**src/pkg/cbx_defines.svh**
```systemverilog
// register offsets, field positions, reset values and cycle counts of the execution unit
`ifndef CBX_DEFINES_SVH
`define CBX_DEFINES_SVH

// ----------------------------------------
// register byte offsets
// ----------------------------------------
`define CBX_ADDR_INSTR 8'h00
`define CBX_ADDR_STATUS 8'h04
`define CBX_ADDR_FLAGS 8'h08
`define CBX_ADDR_PC 8'h0c
`define CBX_ADDR_SP 8'h10
`define CBX_ADDR_GPR 8'h80

// ----------------------------------------
// reset values
// ----------------------------------------
`define CBX_FLAGS_RST 8'h00
`define CBX_PC_RST 16'h0000
`define CBX_SP_RST 16'h00ff

// ----------------------------------------
// status_flags bit positions
// ----------------------------------------
`define CBX_FLAG_C 0
`define CBX_FLAG_Z 1
`define CBX_FLAG_N 2
`define CBX_FLAG_V 3
`define CBX_FLAG_S 4
`define CBX_FLAG_H 5
`define CBX_FLAG_T 6
`define CBX_FLAG_I 7

// ----------------------------------------
// status register fields
// ----------------------------------------
`define CBX_ST_BUSY 0
`define CBX_ST_ERR 1
`define CBX_ST_CYC_LO 4
`define CBX_ST_CYC_HI 5

// ----------------------------------------
// pointer registers, low byte index; r0 and r1
// ----------------------------------------
`define CBX_R_XL 5'd26
`define CBX_R_YL 5'd28
`define CBX_R_ZL 5'd30
`define CBX_R_R0 5'd0
`define CBX_R_R1 5'd1

// ----------------------------------------
// pointer selects and update modes
// ----------------------------------------
`define CBX_PTR_X 2'h0
`define CBX_PTR_Y 2'h1
`define CBX_PTR_Z 2'h2
`define CBX_MODE_PLAIN 2'h0
`define CBX_MODE_INC 2'h1
`define CBX_MODE_DEC 2'h2

// ----------------------------------------
// cycle counts
// ----------------------------------------
`define CBX_LEN_1 2'd1
`define CBX_LEN_2 2'd2
`define CBX_LEN_3 2'd3

`endif

```
**src/pkg/cbx_pkg.sv**
```systemverilog
// types shared by the execution unit and its shifter
package cbx_pkg;

	// ----------------------------------------
	// operation codes
	// ----------------------------------------
	typedef enum logic [4:0] {
		CBX_OP_NOP = 5'h00,
		CBX_OP_SLEEP = 5'h01,
		CBX_OP_WDR = 5'h02,
		CBX_OP_BREAK = 5'h03,
		CBX_OP_BR_FSET = 5'h04,
		CBX_OP_BR_FCLR = 5'h05,
		CBX_OP_BR_GE = 5'h06,
		CBX_OP_BR_LT = 5'h07,
		CBX_OP_IO_SET = 5'h08,
		CBX_OP_IO_CLR = 5'h09,
		CBX_OP_LSL = 5'h0a,
		CBX_OP_LSR = 5'h0b,
		CBX_OP_ROL = 5'h0c,
		CBX_OP_ROR = 5'h0d,
		CBX_OP_ASR = 5'h0e,
		CBX_OP_BST = 5'h0f,
		CBX_OP_BLD = 5'h10,
		CBX_OP_FSET = 5'h11,
		CBX_OP_FCLR = 5'h12,
		CBX_OP_LD_IND = 5'h13,
		CBX_OP_ST_IND = 5'h14,
		CBX_OP_LD_DISP = 5'h15,
		CBX_OP_ST_DISP = 5'h16,
		CBX_OP_LD_DIR = 5'h17,
		CBX_OP_ST_DIR = 5'h18,
		CBX_OP_PM_READ = 5'h19,
		CBX_OP_PM_WRITE = 5'h1a,
		CBX_OP_PUSH = 5'h1b,
		CBX_OP_POP = 5'h1c
	} cbx_op_e;

	typedef enum logic [0:0] {
		CBX_ST_IDLE = 1'b0,
		CBX_ST_EXEC = 1'b1
	} cbx_state_e;

	// instruction word as written by software
	typedef struct packed {
		logic [15:0] imm;
		logic spare;
		logic [1:0] mode;
		logic [2:0] sel;
		logic [4:0] rd;
		logic [4:0] op;
	} cbx_instr_s;

	typedef struct packed {
		logic re;
		logic we;
		logic [15:0] addr;
		logic [7:0] wdata;
	} cbx_mem_req_s;

	typedef struct packed {
		logic re;
		logic we;
		logic [5:0] addr;
		logic [7:0] wdata;
	} cbx_io_req_s;

	typedef struct packed {
		logic re;
		logic we;
		logic [14:0] addr;
		logic [15:0] wdata;
	} cbx_pm_req_s;

endpackage

```
**src/design/cbx_shift_unit.sv**
```systemverilog
// one-cycle shifter and rotator with its flag results
`timescale 1ns/10ps

module cbx_shift_unit (
	input cbx_pkg::cbx_op_e op,
	input logic [7:0] value,
	input logic cin,
	output logic [7:0] result,
	output logic c_out,
	output logic z_out,
	output logic n_out,
	output logic v_out
);

	// --------------------------------
	// shift and rotate
	// --------------------------------
	always_comb begin
		result = value;
		c_out = value[0];
		case (op)
			cbx_pkg::CBX_OP_LSL: begin
				result = {value[6:0], 1'b0};
				c_out = value[7];
			end
			cbx_pkg::CBX_OP_LSR: result = {1'b0, value[7:1]};
			cbx_pkg::CBX_OP_ROL: begin
				result = {value[6:0], cin};
				c_out = value[7];
			end
			cbx_pkg::CBX_OP_ROR: result = {cin, value[7:1]};
			cbx_pkg::CBX_OP_ASR: result = {value[7], value[7:1]}; // sign bit kept
			default: result = value;
		endcase
	end

	// flags follow the shifted value
	assign z_out = (result == 8'h00);
	assign n_out = result[7];
	assign v_out = result[7] ^ c_out;

endmodule

```
**src/design/cbx_core.sv**
```systemverilog
// branch, bit-operation and data-transfer execution unit behind an ahb-lite port
//
// The register addresses and the AHB-Lite register port were left to the implementer.
`timescale 1ns/10ps
`include "cbx_defines.svh"
// ------------------------------------------------------------------
// ------------------------------------------------------------------

module cbx_core (
	input logic hclk,
	input logic hresetn,
	input logic hsel,
	input logic [31:0] haddr,
	input logic [1:0] htrans,
	input logic hwrite,
	input logic [2:0] hsize,
	input logic [31:0] hwdata,
	input logic hready,
	output logic hreadyout,
	output logic hresp,
	output logic [31:0] hrdata,
	output cbx_pkg::cbx_mem_req_s dmem_req,
	input logic [7:0] dmem_rdata,
	output cbx_pkg::cbx_io_req_s io_req,
	input logic [7:0] io_rdata,
	output cbx_pkg::cbx_pm_req_s pm_req,
	input logic [15:0] pm_rdata,
	output logic sleep_req,
	output logic wdr_pulse,
	output logic break_pulse
);

	logic wr_pend_reg;
	logic [7:0] wr_addr_reg;
	logic [31:0] hrdata_reg;
	cbx_pkg::cbx_state_e st_reg;
	logic [1:0] step_reg;
	cbx_pkg::cbx_instr_s ins_reg;
	logic err_reg;
	logic [1:0] cyc_reg;
	logic [7:0] gpr_reg [32];
	logic [7:0] flags_reg;
	logic [15:0] pc_reg;
	logic [15:0] sp_reg;
	logic [15:0] pm_hold_reg;
	cbx_pkg::cbx_op_e op;
	logic busy;
	logic wr_ok;
	logic [1:0] len_c;
	logic bad_c;
	logic take_c;
	logic last_c;
	logic step0;
	logic [4:0] pidx;
	logic [15:0] ptr_val;
	logic [15:0] ea_c;
	logic [7:0] rd_val;
	logic [7:0] bmask;
	logic [7:0] sh_res;
	logic sh_c;
	logic sh_z;
	logic sh_n;
	logic sh_v;
	logic gwe_c;
	logic [4:0] gwa_c;
	logic [7:0] gwd_c;
	logic pwe_c;
	logic [15:0] pwd_c;
	logic [7:0] flags_next;
	logic [15:0] sp_next;
	logic [31:0] rdmux_c;

	assign op = cbx_pkg::cbx_op_e'(ins_reg.op);
	assign busy = (st_reg == cbx_pkg::CBX_ST_EXEC);
	assign hreadyout = 1'b1; // zero wait states
	assign hresp = 1'b0;
	assign hrdata = hrdata_reg;
	assign wr_ok = wr_pend_reg && !busy;
	assign step0 = busy && (step_reg == 2'd0);
	assign last_c = busy && (step_reg == len_c - 2'd1);

	// --------------------------------
	// bus slave
	// --------------------------------
	// address phase capture for writes
	always_ff @(posedge hclk or negedge hresetn) begin
		if (!hresetn) begin
			wr_pend_reg <= 1'b0;
			wr_addr_reg <= 8'h00;
		end else if (hready) begin
			wr_pend_reg <= hsel && htrans[1] && hwrite;
			wr_addr_reg <= haddr[7:0];
		end
	end

	// read mux, sampled in the address phase
	always_comb begin
		rdmux_c = 32'h0000_0000;
		if (haddr[7:0] >= `CBX_ADDR_GPR) begin
			rdmux_c = {24'h00_0000, gpr_reg[haddr[6:2]]};
		end else begin
			case (haddr[7:0])
				`CBX_ADDR_INSTR: rdmux_c = ins_reg;
				`CBX_ADDR_STATUS: begin
					rdmux_c[`CBX_ST_BUSY] = busy;
					rdmux_c[`CBX_ST_ERR] = err_reg;
					rdmux_c[`CBX_ST_CYC_HI:`CBX_ST_CYC_LO] = cyc_reg;
				end
				`CBX_ADDR_FLAGS: rdmux_c = {24'h00_0000, flags_reg};
				`CBX_ADDR_PC: rdmux_c = {16'h0000, pc_reg};
				`CBX_ADDR_SP: rdmux_c = {16'h0000, sp_reg};
				default: rdmux_c = 32'h0000_0000; // unmapped reads zero
			endcase
		end
	end

	always_ff @(posedge hclk or negedge hresetn) begin
		if (!hresetn) begin
			hrdata_reg <= 32'h0000_0000;
		end else if (hready && hsel && htrans[1] && !hwrite) begin
			hrdata_reg <= rdmux_c;
		end
	end

	// --------------------------------
	// decode: length, branch test, illegal forms
	// --------------------------------
	always_comb begin
		len_c = `CBX_LEN_1;
		take_c = 1'b0;
		bad_c = 1'b0;
		case (op)
			cbx_pkg::CBX_OP_NOP, cbx_pkg::CBX_OP_SLEEP, cbx_pkg::CBX_OP_WDR,
			cbx_pkg::CBX_OP_BREAK: len_c = `CBX_LEN_1;
			cbx_pkg::CBX_OP_BR_FSET: take_c = flags_reg[ins_reg.sel];
			cbx_pkg::CBX_OP_BR_FCLR: take_c = !flags_reg[ins_reg.sel];
			cbx_pkg::CBX_OP_BR_GE: take_c = !(flags_reg[`CBX_FLAG_N] ^ flags_reg[`CBX_FLAG_V]);
			cbx_pkg::CBX_OP_BR_LT: take_c = flags_reg[`CBX_FLAG_N] ^ flags_reg[`CBX_FLAG_V];
			cbx_pkg::CBX_OP_LSL, cbx_pkg::CBX_OP_LSR, cbx_pkg::CBX_OP_ROL, cbx_pkg::CBX_OP_ROR,
			cbx_pkg::CBX_OP_ASR, cbx_pkg::CBX_OP_BST, cbx_pkg::CBX_OP_BLD,
			cbx_pkg::CBX_OP_FSET, cbx_pkg::CBX_OP_FCLR: len_c = `CBX_LEN_1;
			cbx_pkg::CBX_OP_IO_SET, cbx_pkg::CBX_OP_IO_CLR, cbx_pkg::CBX_OP_LD_DIR,
			cbx_pkg::CBX_OP_ST_DIR, cbx_pkg::CBX_OP_PUSH, cbx_pkg::CBX_OP_POP,
			cbx_pkg::CBX_OP_PM_WRITE: len_c = `CBX_LEN_2;
			cbx_pkg::CBX_OP_LD_IND, cbx_pkg::CBX_OP_ST_IND: begin
				len_c = `CBX_LEN_2;
				bad_c = (ins_reg.sel[1:0] == 2'h3) || (ins_reg.mode == 2'h3);
			end
			cbx_pkg::CBX_OP_LD_DISP, cbx_pkg::CBX_OP_ST_DISP: begin
				len_c = `CBX_LEN_2;
				bad_c = (ins_reg.sel[1:0] != `CBX_PTR_Y) && (ins_reg.sel[1:0] != `CBX_PTR_Z);
			end
			cbx_pkg::CBX_OP_PM_READ: begin
				len_c = `CBX_LEN_3;
				bad_c = (ins_reg.mode == 2'h3);
			end
			default: bad_c = 1'b1; // unknown code
		endcase
		if (take_c) begin
			len_c = `CBX_LEN_2; // taken branch costs a second cycle
		end
		if (bad_c) begin
			len_c = `CBX_LEN_1;
		end
	end

	// --------------------------------
	// operands and effective address
	// --------------------------------
	always_comb begin
		case (ins_reg.sel[1:0])
			`CBX_PTR_X: pidx = `CBX_R_XL;
			`CBX_PTR_Y: pidx = `CBX_R_YL;
			default: pidx = `CBX_R_ZL;
		endcase
		if (op == cbx_pkg::CBX_OP_PM_READ || op == cbx_pkg::CBX_OP_PM_WRITE) begin
			pidx = `CBX_R_ZL; // program memory always through z
		end
	end

	assign ptr_val = {gpr_reg[pidx + 5'd1], gpr_reg[pidx]};
	assign rd_val = gpr_reg[ins_reg.rd];
	assign bmask = 8'h01 << ins_reg.sel;

	always_comb begin
		case (op)
			cbx_pkg::CBX_OP_LD_IND, cbx_pkg::CBX_OP_ST_IND:
				ea_c = (ins_reg.mode == `CBX_MODE_DEC) ? ptr_val - 16'h0001 : ptr_val;
			cbx_pkg::CBX_OP_LD_DISP, cbx_pkg::CBX_OP_ST_DISP:
				ea_c = ptr_val + {10'h000, ins_reg.imm[5:0]};
			cbx_pkg::CBX_OP_LD_DIR, cbx_pkg::CBX_OP_ST_DIR: ea_c = ins_reg.imm;
			cbx_pkg::CBX_OP_POP: ea_c = sp_reg + 16'h0001;
			default: ea_c = sp_reg;
		endcase
	end

	cbx_shift_unit u_shift (
		.op(op),
		.value(rd_val),
		.cin(flags_reg[`CBX_FLAG_C]),
		.result(sh_res),
		.c_out(sh_c),
		.z_out(sh_z),
		.n_out(sh_n),
		.v_out(sh_v)
	);

	// --------------------------------
	// outside requests
	// --------------------------------
	// data memory and stack accesses issue in the first cycle
	always_comb begin
		dmem_req = '0;
		dmem_req.addr = ea_c;
		dmem_req.wdata = rd_val;
		if (step0 && !bad_c) begin
			case (op)
				cbx_pkg::CBX_OP_LD_IND, cbx_pkg::CBX_OP_LD_DISP, cbx_pkg::CBX_OP_LD_DIR,
				cbx_pkg::CBX_OP_POP: dmem_req.re = 1'b1;
				cbx_pkg::CBX_OP_ST_IND, cbx_pkg::CBX_OP_ST_DISP, cbx_pkg::CBX_OP_ST_DIR,
				cbx_pkg::CBX_OP_PUSH: dmem_req.we = 1'b1;
				default: dmem_req.re = 1'b0;
			endcase
		end
	end

	// io read in the first cycle, modified write in the second
	always_comb begin
		io_req = '0;
		io_req.addr = ins_reg.imm[5:0];
		io_req.wdata = (op == cbx_pkg::CBX_OP_IO_SET) ? (io_rdata | bmask) : (io_rdata & ~bmask);
		if (busy && (op == cbx_pkg::CBX_OP_IO_SET || op == cbx_pkg::CBX_OP_IO_CLR)) begin
			io_req.re = step0;
			io_req.we = (step_reg == 2'd1);
		end
	end

	// program memory word access through z
	always_comb begin
		pm_req = '0;
		pm_req.addr = ptr_val[15:1];
		pm_req.wdata = {gpr_reg[`CBX_R_R1], gpr_reg[`CBX_R_R0]};
		if (step0 && !bad_c) begin
			pm_req.re = (op == cbx_pkg::CBX_OP_PM_READ);
			pm_req.we = (op == cbx_pkg::CBX_OP_PM_WRITE);
		end
	end

	// side strobes for power, watchdog and debug units
	assign sleep_req = step0 && (op == cbx_pkg::CBX_OP_SLEEP);
	assign wdr_pulse = step0 && (op == cbx_pkg::CBX_OP_WDR);
	assign break_pulse = step0 && (op == cbx_pkg::CBX_OP_BREAK);

	// --------------------------------
	// results at the last cycle
	// --------------------------------
	always_comb begin
		gwe_c = 1'b0;
		gwa_c = ins_reg.rd;
		gwd_c = sh_res;
		pwe_c = 1'b0;
		pwd_c = ptr_val;
		flags_next = flags_reg;
		sp_next = sp_reg;
		if (last_c && !bad_c) begin
			case (op)
				cbx_pkg::CBX_OP_LSL, cbx_pkg::CBX_OP_LSR, cbx_pkg::CBX_OP_ROL,
				cbx_pkg::CBX_OP_ROR, cbx_pkg::CBX_OP_ASR: begin
					gwe_c = 1'b1;
					flags_next[`CBX_FLAG_C] = sh_c;
					flags_next[`CBX_FLAG_Z] = sh_z;
					flags_next[`CBX_FLAG_N] = sh_n;
					flags_next[`CBX_FLAG_V] = sh_v;
				end
				cbx_pkg::CBX_OP_BST: flags_next[`CBX_FLAG_T] = rd_val[ins_reg.sel];
				cbx_pkg::CBX_OP_BLD: begin
					gwe_c = 1'b1;
					gwd_c = flags_reg[`CBX_FLAG_T] ? (rd_val | bmask) : (rd_val & ~bmask);
				end
				cbx_pkg::CBX_OP_FSET: flags_next[ins_reg.sel] = 1'b1;
				cbx_pkg::CBX_OP_FCLR: flags_next[ins_reg.sel] = 1'b0;
				cbx_pkg::CBX_OP_LD_IND, cbx_pkg::CBX_OP_ST_IND: begin
					gwe_c = (op == cbx_pkg::CBX_OP_LD_IND);
					gwd_c = dmem_rdata;
					pwe_c = (ins_reg.mode != `CBX_MODE_PLAIN);
					pwd_c = (ins_reg.mode == `CBX_MODE_INC) ? ptr_val + 16'h0001 : ea_c;
				end
				cbx_pkg::CBX_OP_LD_DISP, cbx_pkg::CBX_OP_LD_DIR: begin
					gwe_c = 1'b1;
					gwd_c = dmem_rdata;
				end
				cbx_pkg::CBX_OP_POP: begin
					gwe_c = 1'b1;
					gwd_c = dmem_rdata;
					sp_next = ea_c;
				end
				cbx_pkg::CBX_OP_PUSH: sp_next = sp_reg - 16'h0001;
				cbx_pkg::CBX_OP_PM_READ: begin
					gwe_c = 1'b1;
					if (ins_reg.mode == `CBX_MODE_PLAIN) begin
						gwa_c = `CBX_R_R0;
					end
					gwd_c = ptr_val[0] ? pm_hold_reg[15:8] : pm_hold_reg[7:0];
					pwe_c = (ins_reg.mode == 2'h2);
					pwd_c = ptr_val + 16'h0001;
				end
				default: gwe_c = 1'b0;
			endcase
		end
	end

	// --------------------------------
	// sequencer
	// --------------------------------
	always_ff @(posedge hclk or negedge hresetn) begin
		if (!hresetn) begin
			st_reg <= cbx_pkg::CBX_ST_IDLE;
			step_reg <= 2'd0;
			ins_reg <= '0;
			err_reg <= 1'b0;
			cyc_reg <= 2'd0;
		end else begin
			unique case (st_reg)
				cbx_pkg::CBX_ST_IDLE: begin
					if (wr_ok && wr_addr_reg == `CBX_ADDR_INSTR) begin
						ins_reg <= hwdata;
						st_reg <= cbx_pkg::CBX_ST_EXEC;
						step_reg <= 2'd0;
					end
				end
				cbx_pkg::CBX_ST_EXEC: begin
					if (last_c) begin
						st_reg <= cbx_pkg::CBX_ST_IDLE;
						err_reg <= bad_c;
						cyc_reg <= len_c;
					end else begin
						step_reg <= step_reg + 2'd1;
					end
				end
			endcase
		end
	end

	// program memory word held between fetch and write-back
	always_ff @(posedge hclk or negedge hresetn) begin
		if (!hresetn) begin
			pm_hold_reg <= 16'h0000;
		end else if (busy && step_reg == 2'd1) begin
			pm_hold_reg <= pm_rdata;
		end
	end

	// --------------------------------
	// architectural state
	// --------------------------------
	// register file: bus writes when idle, pointer then data write-back
	always_ff @(posedge hclk or negedge hresetn) begin
		if (!hresetn) begin
			for (int i = 0; i < 32; i++) begin
				gpr_reg[i] <= 8'h00;
			end
		end else begin
			if (wr_ok && wr_addr_reg >= `CBX_ADDR_GPR) begin
				gpr_reg[wr_addr_reg[6:2]] <= hwdata[7:0];
			end
			if (pwe_c) begin
				gpr_reg[pidx] <= pwd_c[7:0];
				gpr_reg[pidx + 5'd1] <= pwd_c[15:8];
			end
			if (gwe_c) begin
				gpr_reg[gwa_c] <= gwd_c;
			end
		end
	end

	// status_flags
	always_ff @(posedge hclk or negedge hresetn) begin
		if (!hresetn) begin
			flags_reg <= `CBX_FLAGS_RST;
		end else if (wr_ok && wr_addr_reg == `CBX_ADDR_FLAGS) begin
			flags_reg <= hwdata[7:0];
		end else begin
			flags_reg <= flags_next; // branches and transfers keep flags
		end
	end

	// program counter: relative jump with a signed offset
	always_ff @(posedge hclk or negedge hresetn) begin
		if (!hresetn) begin
			pc_reg <= `CBX_PC_RST;
		end else if (wr_ok && wr_addr_reg == `CBX_ADDR_PC) begin
			pc_reg <= hwdata[15:0];
		end else if (last_c) begin
			if (take_c && !bad_c) begin
				pc_reg <= pc_reg + {{9{ins_reg.imm[6]}}, ins_reg.imm[6:0]} + 16'h0001;
			end else begin
				pc_reg <= pc_reg + 16'h0001;
			end
		end
	end

	// stack pointer
	always_ff @(posedge hclk or negedge hresetn) begin
		if (!hresetn) begin
			sp_reg <= `CBX_SP_RST;
		end else if (wr_ok && wr_addr_reg == `CBX_ADDR_SP) begin
			sp_reg <= hwdata[15:0];
		end else begin
			sp_reg <= sp_next;
		end
	end

endmodule

```
**config.mk**
```make
export PLATFORM = sky130hd
export DESIGN_NAME = cbx_core
export DESIGN_NICKNAME = d
export VERILOG_FILES = /design/src/pkg/cbx_pkg.sv /design/src/design/cbx_shift_unit.sv /design/src/design/cbx_core.sv
export VERILOG_INCLUDE_DIRS = /design/src /design/src/pkg
export SDC_FILE = /design/constraint.sdc
export NUM_CORES = 1
export LEC_CHECK = 0
export ABC_CLOCK_PERIOD_IN_PS = 14810
export CORE_MARGIN = 4
export CORE_UTILIZATION = 50
export DETAILED_ROUTE_END_ITERATION = 10
export DONT_BUFFER_PORTS = 1
export GPL_ROUTABILITY_DRIVEN = 0
export SYNTH_ARGS = -nofsm -noshare
export SYNTH_HDL_FRONTEND = slang
export SYNTH_SLANG_ARGS = --single-unit
```
**constraint.sdc**
```tcl
create_clock -name hclk -period 14.81 [get_ports hclk]
set_input_delay 1.481 -clock hclk [delete_from_list [all_inputs] [get_ports hclk]]
set_output_delay 1.481 -clock hclk [all_outputs]
set_load 0.05 [all_outputs]
```
==> results.cfg <==
[logic_synthesis]
yosysSeqAreaShare = 0.329
synth-async-reset-ratio = 1.00
synth_nets = 3363
synth_edf_count = 0
synth_cell_types = 107
avgSynthCellArea_um2 = 9.25
ys.flop_type = dfrtp_1
ys_warn_count = 0
ys_ff_latch = 391
syn-cell-area_um2 = 29800
syn_inst = 3224

[critical_path]
slowest_stage = nand2_1
cp.arrival_ps = 6560
crit_type = register to output port
crit_chain = inv_1, ha_1, buf_4, mux2_2, a211o_1, nand3_1, clkinv_1, ha_1, fa_1, a211oi_1, nor3b_1, o22ai_1, nand3_1, o311ai_0, o32ai_1, nand2_1
max_stage_delay_ps = 560
crit_path_end_kind = output port
worst-r2r-cell-count = 18
cp-start-kind = register
worst_ep_required_time_ps = 13330
critical_path_peak_fanout = 40

[timing]
hold_violations = 0
fin_hold_ws_ps = 505
worst_pin_slew_ps = 2480
maxSlewViolCount = 266
max_slew_margin = -0.651
rsz0062_at_grt = false
period_share = 0.543
skew_ps = 39.2
period_needed_ps = 8040
final-setup-viol-count = 0
setup_tns_ps = 0
max_freq_ghz = 0.124

[clocking]
clk_transition_reported_paths_ps = 60
cts_tree = done
clock_tree.root_cell = clkbuf_16
cts_buffer_depth = 3
cts_buffers = 47
htreeDepth = 2
ctsHoldBuffers = 0
worstSkewPairLatency_ps = 620
cts_setup_buffers = 0
cts.sinks = 391
cts_resized = 0

[route]
drtAntennaViolNets = 0
route.detailed.drc = 0
drtIter0Drc = 3555
routed_via_density = 7.13
wire_per_inst_um = 30.6
vias = 27300
wl_um = 117000
firstDrtPassIters = 10

[final_layout]
nets = 3153
mostFrequentLayoutCells = dfrtp_1, nand2_1, nor2_1
final_common_cell = dfrtp_1
syn2layout_area_growth_pct = 5.88
final_core_utilization = 0.535
largest_register_ffs = 240
drive_above_1_share = 0.181
fill_cells = 5263

[outcome]
violations = slew limit
outcome = complete, but fails checks

[grt]
grt_pass1_wl_um = 174000
grt_antenna_before_repair = 3
gr-total-overflow = 0
grt_pass1_vias = 26100
track_usage = 0.359
grt_max_degree = 392

[placed_design]
dp_hpwl_um = 81200
io_buffers = 0

[floorplanning]
core.rowCount = 89
core_um2 = 59000
dieArea_um2 = 63600
fp.dieW_um = 252
dieHeight_um = 252
start_util = 0.505
io_pins = 218

[hold_path]
min_delay_path_depth = 2
hold_path.class = register to register

[flow_run]
drv_cap = 0

[power]
p_leak_nw = 12.4
p_per_area_nw_per_um2 = 106
vdd_drop_max_mv = 0.0897
power by group:
part           total (mW)  internal (mW)  switching (mW)
Sequential           1.31           1.16           0.153
Clock                1.22          0.710           0.510
Combinational       0.821          0.303           0.517
Total                3.35           2.17            1.18
layout make-up:
class	count	area, um^2	area share
clock buffers	61	1300	0.0412
inverters	46	173	0.00547
diodes	1	2.50	0.0000793
flip-flops and latches	391	9800	0.311
multi-input cells	2469	18600	0.589
well taps	773	967	0.0306
repair buffers	59	443	0.0140
clock inverters	25	295	0.00936
final timing paths:
kind / from / to / slack (ps)
max: ins_reg[11] / dmem_req[20] / 6770
min: cyc_reg[0] / cyc_reg[0] / 510
min reg2reg: cyc_reg[0] / cyc_reg[0] / 510
max in group asynchronous: hresetn / gpr_reg[14] / 12260
min in group asynchronous: hresetn / io_req[13] / 570
max reg2reg: ins_reg[11] / gpr_reg[30] / 7710
routing by layer:
metal,track usage,part of all wire,vias up
met3,0.0848,0.11,386
met1,0.466,0.37,13500
li1,-,-,11700
met2,0.556,0.45,1756
met4,0.199,0.069,4
met5,0,0.00027,-
metrics by stage:
step	total power [mW]	setup WS (ps)	instance area (um^2)	instances
detailed placement	2.12	7600	30000	3738
floorplan	1.89	8970	29800	3224
CTS	3.33	6880	31600	3824
finish	3.35	6770	31600	3825
global route	3.45	6590	31600	3824
global placement	2.10	7680	30000	3738
critical path, delay by kind of cell, from the launching register on:
family / cells / cell delay (ps)
compound gates: 5 / 1420
simple gates: 4 / 1260
buf+inv: 3 / 1230
mux: 1 / 400
flops: 1 / 530
fa+ha+maj: 3 / 1050
synthesized netlist by cell type, types with 9 or more instances:
| library cell | count | area share |
|---|---|---|
| or3_1 | 15 | 0.0031 |
| buf_4 | 28 | 0.0071 |
| a221o_1 | 14 | 0.0047 |
| buf_2 | 62 | 0.010 |
| and3_1 | 38 | 0.0080 |
| mux2_2 | 216 | 0.082 |
| ha_1 | 31 | 0.013 |
| nor3_1 | 52 | 0.0087 |
| nand2_1 | 320 | 0.040 |
| mux2i_1 | 181 | 0.061 |
| clkbuf_1 | 196 | 0.025 |
| xnor2_1 | 32 | 0.0094 |
| mux4_2 | 123 | 0.093 |
| inv_1 | 37 | 0.0047 |
| o21ai_0 | 234 | 0.039 |
| o22ai_1 | 14 | 0.0029 |
| a211oi_1 | 75 | 0.019 |
| o211ai_1 | 71 | 0.018 |
| nand4_1 | 26 | 0.0055 |
| nor3b_1 | 19 | 0.0048 |
| o311ai_0 | 13 | 0.0038 |
| nand3_1 | 74 | 0.012 |
| nor4_1 | 18 | 0.0038 |
| buf_1 | 27 | 0.0034 |
| a221oi_1 | 11 | 0.0032 |
| o31ai_1 | 10 | 0.0025 |
| a31oi_1 | 40 | 0.0084 |
| o221ai_1 | 9 | 0.0026 |
| a22oi_1 | 45 | 0.011 |
| xor2_1 | 16 | 0.0047 |
| a21oi_1 | 197 | 0.033 |
| dfrtp_1 | 383 | 0.32 |
| o21ai_1 | 11 | 0.0018 |
| a22o_1 | 19 | 0.0056 |
| or4_1 | 12 | 0.0030 |
| nor2b_1 | 76 | 0.016 |
| and2_1 | 12 | 0.0025 |
| nor2_1 | 253 | 0.032 |
| nand2b_1 | 18 | 0.0038 |
logic make-up after synthesis:
| logic type | share of synthesized area |
|---|---|
| other | 0.000252 |
| AOI/OAI and AO/OA | 0.192 |
| adders and majority gates | 0.0144 |
| and+or+nand+nor | 0.159 |
| xor gates and xnor gates | 0.0160 |
| buffers and inverters | 0.0528 |
| DFF | 0.329 |
| muxes | 0.236 |
Power figures use the tool's default switching activity.
